## src/design/fault_sup_pkg.sv

```systemverilog
package fault_sup_pkg;

  // ****************************************************************
  // timing
  // ****************************************************************
  localparam int CLK_PERIOD_NS     = 8;
  localparam int GLITCH_FILTER_NS  = 50;
  // least time, rounded up to whole cycles
  localparam int GLITCH_CYCLES     = (GLITCH_FILTER_NS + CLK_PERIOD_NS - 1) / CLK_PERIOD_NS;
  localparam int DEAD_CFG_W        = 4;
  localparam int DEAD_STEP_CYCLES  = 4;   // cycles per dead time step
  localparam int DEAD_MIN_CYCLES   = 2;   // fixed hardware minimum
  localparam int UV2_SEL_W         = 2;

  // ****************************************************************
  // carriers
  // ****************************************************************
  typedef struct packed {
    logic enable_error;
    logic primary_reset;
    logic secondary_undervoltage_error;
    logic shoot_through_error;
    logic serial_command_error;
    logic collector_voltage_error;
    logic overcurrent_error;
  } error_flags_t;

  typedef struct packed {
    logic enable_valid;
    logic secondary_undervoltage_live;
    logic shoot_through;
  } live_status_t;

  localparam error_flags_t FLAGS_RESET = '0;

  // operating state of the output path
  typedef enum logic [1:0] {
    ST_ACTIVE  = 2'b00,
    ST_TURNOFF = 2'b01,
    ST_LOCKED  = 2'b10
  } op_state_t;

endpackage : fault_sup_pkg

```

## src/design/gate_driver_fault_supervisor.sv

```systemverilog
`timescale 1ns/1ns
module gate_driver_fault_supervisor
  import fault_sup_pkg::*;
#(
  parameter int DEAD_W = DEAD_CFG_W
) (
  input  wire logic                 clk,
  input  wire logic                 rst,
  input  wire logic                 clk_en,
  input  wire logic                 pwm_input,
  input  wire logic                 counterpart_pwm_input,
  input  wire logic                 enable_in,
  input  wire logic                 primary_uv_low,
  input  wire logic                 primary_uv_high,
  input  wire logic [UV2_SEL_W-1:0] secondary_uv_below,
  input  wire logic [UV2_SEL_W-1:0] secondary_uv_above,
  input  wire logic                 secondary_below_reset,
  input  wire logic [UV2_SEL_W-1:0] secondary_undervoltage_threshold_select,
  input  wire logic [DEAD_W-1:0]    dead_time_config,
  input  wire logic                 collector_voltage_monitor,
  input  wire logic                 overcurrent_monitor,
  input  wire logic                 cmd_valid,
  input  wire logic                 cmd_frame_bad,
  input  wire logic                 cmd_parity_bad,
  input  wire logic                 parity_check_disable,
  input  wire error_flags_t         flag_clear,
  input  wire logic                 reenable,
  output logic                      gate_on,
  output logic                      emergency_turnoff,
  output logic                      fault_a_output,
  output logic                      fault_b_output,
  output logic                      reset_ready_output,
  output error_flags_t              error_flags,
  output live_status_t              live_status
);

  // refused at elaboration: the dead time counter is sized for at most 8 config bits
  if (DEAD_W < 1 || DEAD_W > 8) begin : g_dead_w_check
    $error("DEAD_W out of range");
  end

  // ****************************************************************
  // pin synchronisers: three stages, change accepted when 2 and 3 agree
  // ****************************************************************
  localparam int NPIN = 7;
  logic [NPIN-1:0] pin_raw;
  logic [NPIN-1:0] s1_reg, s2_reg, s3_reg, pin_reg;
  assign pin_raw = {pwm_input, counterpart_pwm_input, enable_in, primary_uv_low,
                    primary_uv_high, collector_voltage_monitor, overcurrent_monitor};

  always_ff @(posedge clk) begin
    if (rst) begin
      s1_reg  <= '0;
      s2_reg  <= '0;
      s3_reg  <= '0;
      pin_reg <= '0;
    end else if (clk_en) begin
      s1_reg <= pin_raw;
      s2_reg <= s1_reg;
      s3_reg <= s2_reg;
      // stage 1 is never read here, only stages 2 and 3
      pin_reg <= (s2_reg & s3_reg) | (pin_reg & (s2_reg | s3_reg));
    end
  end

  logic pwm_s, cp_s, en_s, uv1_low_s, uv1_high_s, cv_s, oc_s;
  assign {pwm_s, cp_s, en_s, uv1_low_s, uv1_high_s, cv_s, oc_s} = pin_reg;

  // secondary comparators: same three-stage scheme
  logic [2*UV2_SEL_W:0] sec_raw, t1_reg, t2_reg, t3_reg, sec_reg;
  assign sec_raw = {secondary_below_reset, secondary_uv_below, secondary_uv_above};
  always_ff @(posedge clk) begin
    if (rst) begin
      t1_reg  <= '0;
      t2_reg  <= '0;
      t3_reg  <= '0;
      sec_reg <= '0;
    end else if (clk_en) begin
      t1_reg  <= sec_raw;
      t2_reg  <= t1_reg;
      t3_reg  <= t2_reg;
      sec_reg <= (t2_reg & t3_reg) | (sec_reg & (t2_reg | t3_reg));
    end
  end

  logic                 sec_rst_s;
  logic [UV2_SEL_W-1:0] uv2_below_s, uv2_above_s;
  assign {sec_rst_s, uv2_below_s, uv2_above_s} = sec_reg;

  // ****************************************************************
  // supply supervision
  // ****************************************************************
  logic uv1_reg, uv2_reg, en_prev_reg;
  logic uv2_fall, uv1_rise, en_fall;

  // threshold select picks which comparator pair is watched
  assign uv2_fall = uv2_below_s[secondary_undervoltage_threshold_select % UV2_SEL_W];
  assign uv1_rise = uv1_reg && uv1_high_s && !uv1_low_s;
  assign en_fall  = en_prev_reg && !en_s;

  // hysteresis: set below low threshold, clear only above high threshold
  always_ff @(posedge clk) begin
    if (rst) begin
      uv1_reg     <= 1'b0;
      uv2_reg     <= 1'b0;
      en_prev_reg <= 1'b0;
    end else if (clk_en) begin
      en_prev_reg <= en_s;
      if (uv1_low_s) begin
        uv1_reg <= 1'b1;
      end else if (uv1_rise) begin
        uv1_reg <= 1'b0;
      end
      if (sec_rst_s) begin
        uv2_reg <= 1'b1;
      end else if (uv2_fall) begin
        uv2_reg <= 1'b1;
      end else if (uv2_above_s[secondary_undervoltage_threshold_select % UV2_SEL_W]) begin
        uv2_reg <= 1'b0;
      end
    end
  end

  assign reset_ready_output = !uv1_reg;

  // ****************************************************************
  // shoot-through guard, always active, no disable
  // ****************************************************************
  localparam int DCNT_W = DEAD_W + 4;
  logic [DCNT_W-1:0] dead_cnt_reg;
  logic [3:0]        overlap_cnt_reg;
  logic              inhibit;

  function automatic logic [DCNT_W-1:0] dead_load(input logic [DEAD_W-1:0] cfg);
    dead_load = DCNT_W'(DEAD_MIN_CYCLES) + DCNT_W'(cfg) * DCNT_W'(DEAD_STEP_CYCLES);
  endfunction : dead_load

  // counter reloads while counterpart on, runs down after it turns off
  always_ff @(posedge clk) begin
    if (rst) begin
      dead_cnt_reg <= '0;
    end else if (clk_en) begin
      if (cp_s) begin
        dead_cnt_reg <= dead_load(dead_time_config);
      end else if (dead_cnt_reg != '0) begin
        dead_cnt_reg <= dead_cnt_reg - 1'b1;
      end
    end
  end

  assign inhibit = cp_s || (dead_cnt_reg != '0);

  // overlap must last the filter time before it counts
  always_ff @(posedge clk) begin
    if (rst) begin
      overlap_cnt_reg <= '0;
    end else if (clk_en) begin
      if (!(inhibit && pwm_s)) begin
        overlap_cnt_reg <= '0;
      end else if (overlap_cnt_reg < 4'(GLITCH_CYCLES)) begin
        overlap_cnt_reg <= overlap_cnt_reg + 1'b1;
      end
    end
  end

  logic stp_event;
  assign stp_event = (overlap_cnt_reg == 4'(GLITCH_CYCLES - 1)) && inhibit && pwm_s;

  // ****************************************************************
  // operating state
  // ****************************************************************
  op_state_t state_reg;
  logic      fault_any;
  assign fault_any = uv1_reg || uv2_reg || !en_s || en_fall
                     || cv_s || oc_s;

  always_ff @(posedge clk) begin
    if (rst) begin
      state_reg <= ST_LOCKED;
    end else if (clk_en) begin
      unique case (state_reg)
        ST_ACTIVE: begin
          if (fault_any) state_reg <= ST_TURNOFF;
        end
        ST_TURNOFF: begin
          state_reg <= ST_LOCKED;
        end
        ST_LOCKED: begin
          // re-enable only once supplies recovered and enable valid
          if (reenable && !fault_any) state_reg <= ST_ACTIVE;
        end
        default: state_reg <= ST_LOCKED;
      endcase
    end
  end

  assign emergency_turnoff = (state_reg == ST_TURNOFF);

  // gate follows pwm only while active and not inhibited
  always_ff @(posedge clk) begin
    if (rst) begin
      gate_on <= 1'b0;
    end else if (clk_en) begin
      gate_on <= (state_reg == ST_ACTIVE) && !fault_any && pwm_s && !inhibit;
    end
  end

  // fault notifications asserted on the state change, held low-active
  always_ff @(posedge clk) begin
    if (rst) begin
      fault_a_output <= 1'b1;
      fault_b_output <= 1'b1;
    end else if (clk_en) begin
      if (state_reg == ST_ACTIVE && fault_any && (en_fall || !en_s || cv_s || oc_s)) begin
        fault_a_output <= 1'b0;
      end else if (reenable && state_reg == ST_LOCKED) begin
        fault_a_output <= 1'b1;
      end
      if (state_reg == ST_ACTIVE && uv2_reg) begin
        fault_b_output <= 1'b0;
      end else if (reenable && state_reg == ST_LOCKED) begin
        fault_b_output <= 1'b1;
      end
    end
  end

  // ****************************************************************
  // latched error flags: set wins over clear
  // ****************************************************************
  logic         cmd_err;
  error_flags_t set_vec;
  assign cmd_err = cmd_valid && (cmd_frame_bad || (cmd_parity_bad && !parity_check_disable));

  always_comb begin
    set_vec                              = '0;
    set_vec.enable_error                 = en_fall;
    set_vec.primary_reset                = uv1_rise;
    set_vec.secondary_undervoltage_error = uv2_fall && !uv2_reg;
    set_vec.shoot_through_error          = stp_event;
    set_vec.serial_command_error         = cmd_err;
    set_vec.collector_voltage_error      = cv_s && state_reg == ST_ACTIVE;
    set_vec.overcurrent_error            = oc_s && state_reg == ST_ACTIVE;
  end

  always_ff @(posedge clk) begin
    if (rst) begin
      error_flags <= FLAGS_RESET;
    end else if (clk_en) begin
      error_flags <= set_vec | (error_flags & ~flag_clear);
    end
  end

  // live status, independent of latched flags
  always_ff @(posedge clk) begin
    if (rst) begin
      live_status <= '0;
    end else if (clk_en) begin
      live_status.enable_valid                <= en_s;
      live_status.secondary_undervoltage_live <= uv2_reg;
      live_status.shoot_through               <= inhibit;
    end
  end

  // ****************************************************************
  // checks
  // ****************************************************************
  chk_gate_inhibit: assert property (@(posedge clk) disable iff (rst)
    clk_en && cp_s |=> !gate_on) else $error("gate on while counterpart on");

  chk_flag_hold: assert property (@(posedge clk) disable iff (rst)
    clk_en && error_flags.enable_error && !flag_clear.enable_error |=> error_flags.enable_error)
    else $error("enable flag dropped");

  chk_reset_ready: assert property (@(posedge clk) disable iff (rst)
    clk_en && uv1_low_s |=> !reset_ready_output) else $error("reset ready high in undervoltage");

  chk_cmd_error: assert property (@(posedge clk) disable iff (rst)
    clk_en && cmd_valid && cmd_frame_bad |=> error_flags.serial_command_error)
    else $error("serial error not flagged");

  chk_enable_fall: assert property (@(posedge clk) disable iff (rst)
    clk_en && en_fall |=> error_flags.enable_error) else $error("enable flag not set");

  chk_stp_flag: assert property (@(posedge clk) disable iff (rst)
    clk_en && stp_event |=> error_flags.shoot_through_error) else $error("stp flag not set");

  chk_short_glitch: assert property (@(posedge clk) disable iff (rst)
    clk_en && stp_event |-> $past(inhibit && pwm_s, 6)) else $error("stp set on glitch");

  chk_uv2_turnoff: assert property (@(posedge clk) disable iff (rst)
    clk_en && state_reg == ST_ACTIVE && uv2_reg |=> state_reg == ST_TURNOFF)
    else $error("no turn-off on secondary undervoltage");

endmodule : gate_driver_fault_supervisor

```

## config.mk

```make
export PLATFORM = sky130hd
export DESIGN_NAME = gate_driver_fault_supervisor
export DESIGN_NICKNAME = d
export VERILOG_FILES = /design/src/design/fault_sup_pkg.sv /design/src/design/gate_driver_fault_supervisor.sv
export SDC_FILE = /design/constraint.sdc
export NUM_CORES = 1
export LEC_CHECK = 0
export ABC_CLOCK_PERIOD_IN_PS = 1900
export BUFFER_PORTS_ARGS = -buffer_cell sky130_fd_sc_hd__clkbuf_2
export CORE_MARGIN = 2
export CORE_UTILIZATION = 58
export CTS_BUF_LIST = sky130_fd_sc_hd__clkbuf_2
export CTS_CLUSTER_DIAMETER = 100
export DETAILED_ROUTE_END_ITERATION = 12
export PLACE_DENSITY = 0.84
export SYNTH_ARGS = -nofsm -noshare
export SYNTH_HDL_FRONTEND = slang
export SYNTH_SLANG_ARGS = --single-unit
```

## constraint.sdc

```tcl
create_clock -name clk -period 1.9 [get_ports clk]
set_clock_uncertainty 0.1 [all_clocks]
set_input_delay 0.285 -clock clk [delete_from_list [all_inputs] [get_ports clk]]
set_output_delay 0.285 -clock clk [all_outputs]
set_load 0.02 [all_outputs]
```

==> flow_summary.yaml <==
setup_path:
  worstPathCellList: "inv_1 > ha_1 > or4b_1 > o21ai_0 > a21oi_1 > and2_1"
  arrival_ns: 2.15
  slowest_stage: "or4b_1"
  critPathMaxFanout: 5
  r2r-start: "dead_cnt_reg[0]"
  r2r-end: "overlap_cnt_reg[0]"
  max_stage_delay_ns: 0.47
  ff2ff_path_depth: 6
  end_kind: "flop"
  startpoint_type: "flop"
  reg2reg_slack_ns: 0.12
  crit_type: "flop to flop"
  worstPathRequired_ns: 2.28
sta:
  rsz0062_at_grt: "true"
  maxSlewHeadroom: 0.553
  drv_slew: 0
  final_hold_viol_count: 0
  fmax_mhz: 563
  period_share: 0.935
  setup_viol: 0
  post-route-min-period_ns: 1.78
  worstMarginPinSlew_ns: 0.667
placed_design:
  dp.cells: 458
  place.gp.congestion: 0.823
  dpl_cell_area_um2: 3490
  port_buffers: 46
  dp.final_hpwl_um: 4560
floorplanning:
  die_w_um: 77.9
  core_area_um2: 5170
  die-area_um2: 6060
  start_util: 0.612
  rows: 26
  die_h_um: 77.9
  ios: 48
worst_hold_path:
  holdPathEnd: "dead_cnt_reg[2]"
  min_path_type: "input pin to flop"
  holdPathStages: 4
  min_from: "dead_time_config[0]"
clock_network:
  cts_made_buffers: 9
  cts_tree: "built"
  clock-root-buffer: "clkbuf_2"
  clk_path_buf_depth: 2
  htree_levels: 3
  clkTransAtPathRegs_ns: 0.20
  clk_latency_ns: 0.55
  cts_setup_buffers: 0
  cts.sinks: 77
final_layout:
  nNetsFinal: 459
  drive_gt1_frac: 0.194
  final_util: 0.747
  syn_to_final_growth_pct: 22.2
  final_cells: 497
  insertedDiodeCount: 0
  largest_reg_flops: 8
  fin_area_um2: 3870
global_route:
  grt_usage: 0.250
  antenna_found_initial: 0
  grt_overflow: 0
  grt_max_degree: 51
  grt_pass1_vias: 2689
  grt_pass1_wl_um: 11900
synth:
  ys_seq_area_frac: 0.487
  syn_area_per_cell_um2: 8.99
  ys_types: 44
  syn_nets: 389
  synth_edf_count: 0
  synthFlopType: "dfxtp_1"
  netlist_instances: 352
  async_flop_share: 0
  syn_area_um2: 3160
  ys_warn_count: 0
  synth-seq-cells: 77
run_status:
  outcome: "complete, no violations"
drt:
  wl_per_cell_um: 14.4
  drc: 0
  first_pass_iters: 4
  postRouteAntennaNets: 0
  vias: 2772
  wirelength_um: 7160
  drt_iter0_drc: 139
  routed_via_density: 5.58
power:
  power_density_nw_per_um2: 982
  vdd_drop_max_uv: 824
  p_leak_nw: 1.75
job:
  max_cap_violations: 0
## routing by layer
metal / vias to the layer above / track usage / routed length, um
met3: 17 / 0.0616 / 380
met2: 83 / 0.428 / 3560
met5: - / 0 / 0
li1: 1370 / - / -
met1: 1302 / 0.293 / 3060
met4: 0 / 0.113 / 161
## worst max-delay path, delay by kind of cell (launching register included)
| kind | cells | cell delay [ns] |
|---|---|---|
| AOI/OAI and AO/OA | 2 | 0.30 |
| adders and majority gates | 1 | 0.16 |
| buffers and inverters | 1 | 0.11 |
| DFF | 1 | 0.39 |
| and+or+nand+nor | 2 | 0.64 |
## where the power goes
part | switching [mW] | internal [mW] | total, mW | leakage (nW)
Combinational | 0.499 | 0.469 | 0.968 | 1.05
Clock | 0.579 | 0.427 | 1.01 | 0.0777
Sequential | 0.0994 | 1.72 | 1.82 | 0.626
Total | 1.18 | 2.62 | 3.80 | 1.75
## cell usage in the layout, fill, tap and decap left out, types with 2 or more instances in the layout
cell type / instances
a22oi_1: 6
nor2_1: 52
nand3_1: 3
clkinv_2: 3
o21bai_1: 2
ha_1: 4
o21ai_0: 21
clkbuf_2: 54
clkinvlp_4: 2
or3_1: 2
nor4_2: 2
a21oi_1: 34
and2_1: 2
dlygate4sd3_1: 23
a21o_1: 10
bufinv_16: 2
dfxtp_1: 77
nand2_1: 36
a22o_1: 2
inv_1: 7
a31o_2: 2
mux2i_1: 38
nor3_1: 4
o211ai_1: 2
buf_4: 10
nor2b_1: 6
## layout make-up
| type | instances | area [um^2] |
|---|---|---|
| clock buffer | 9 | 45.0 |
| clock inverter | 7 | 90.1 |
| fill | 392 | 1310 |
| inverter | 7 | 26.3 |
| multi-input combinational | 247 | 1520 |
| sequential | 77 | 1540 |
| tap | 70 | 87.6 |
| timing repair buffer | 80 | 556 |
## cell usage after synthesis (2+ instances only)
library cell  count  share of area
nor2_1           52          0.062
mux2i_1          38           0.12
nor2b_1           6          0.012
o21ai_0          21          0.033
clkbuf_1          9          0.011
o211ai_1          2         0.0047
and2_1            2         0.0040
buf_2             5         0.0079
nand3_1           3         0.0047
dfxtp_1          77           0.49
nor3_1            4         0.0063
buf_1             6         0.0071
or3_1             2         0.0040
a22o_1            2         0.0055
inv_1             7         0.0083
a31o_2            2         0.0055
nand2_1          36          0.043
a22oi_1           6          0.014
ha_1              4          0.016
a21oi_1          34          0.054
o21bai_1          2         0.0047
a21o_1           10          0.024
## per-stage QoR
stage                     power (mW)  hold slack, ns  setup slack, ns  setup TNS, ns
after detailed placement        2.72           0.349            0.162              0
final                           3.80         0.00713            0.124              0
after floorplan                 2.43           0.332            0.265              0
after global routing            4.01          0.0106          -0.0102        -0.0126
after global placement          2.69           0.339            0.199              0
after CTS                       3.77         0.00243           0.0719              0
## timing repair
item | CTS | global route
hold buffers | 23 | 0
resized for setup | 0 | 2
hold endpoints to repair | 24 | 0
endpoints found under the setup margin | 0 | 5
## worst max path at each step
stage	cells past startpoint	from	slack, ns	endpoint
3_3_place_gp	6	dead_cnt_reg[0]	0.20	overlap_cnt_reg[0]
5_1_grt	6	dead_cnt_reg[0]	-0.01	dead_cnt_reg[7]
4_1_cts	6	dead_cnt_reg[0]	0.07	dead_cnt_reg[1]
3_5_place_dp	6	dead_cnt_reg[0]	0.16	overlap_cnt_reg[0]
2_1_floorplan	6	dead_cnt_reg[0]	0.27	dead_cnt_reg[1]
6_report	6	dead_cnt_reg[0]	0.12	overlap_cnt_reg[0]
## cell families (layout without fill, tap and decap cells)
logic type / Yosys count / in the layout / share of synthesized area
AND/OR/NAND/NOR: 116 / 116 / 0.167
AO/OA/AOI/OAI: 87 / 87 / 0.167
flip-flops: 77 / 77 / 0.487
multiplexers: 39 / 39 / 0.124
buffers and inverters: 28 / 103 / 0.0364
adder cells (fa/ha/maj): 4 / 4 / 0.0158
XOR/XNOR: 1 / 1 / 0.00277
No activity file was read; power rests on OpenSTA's default activity.
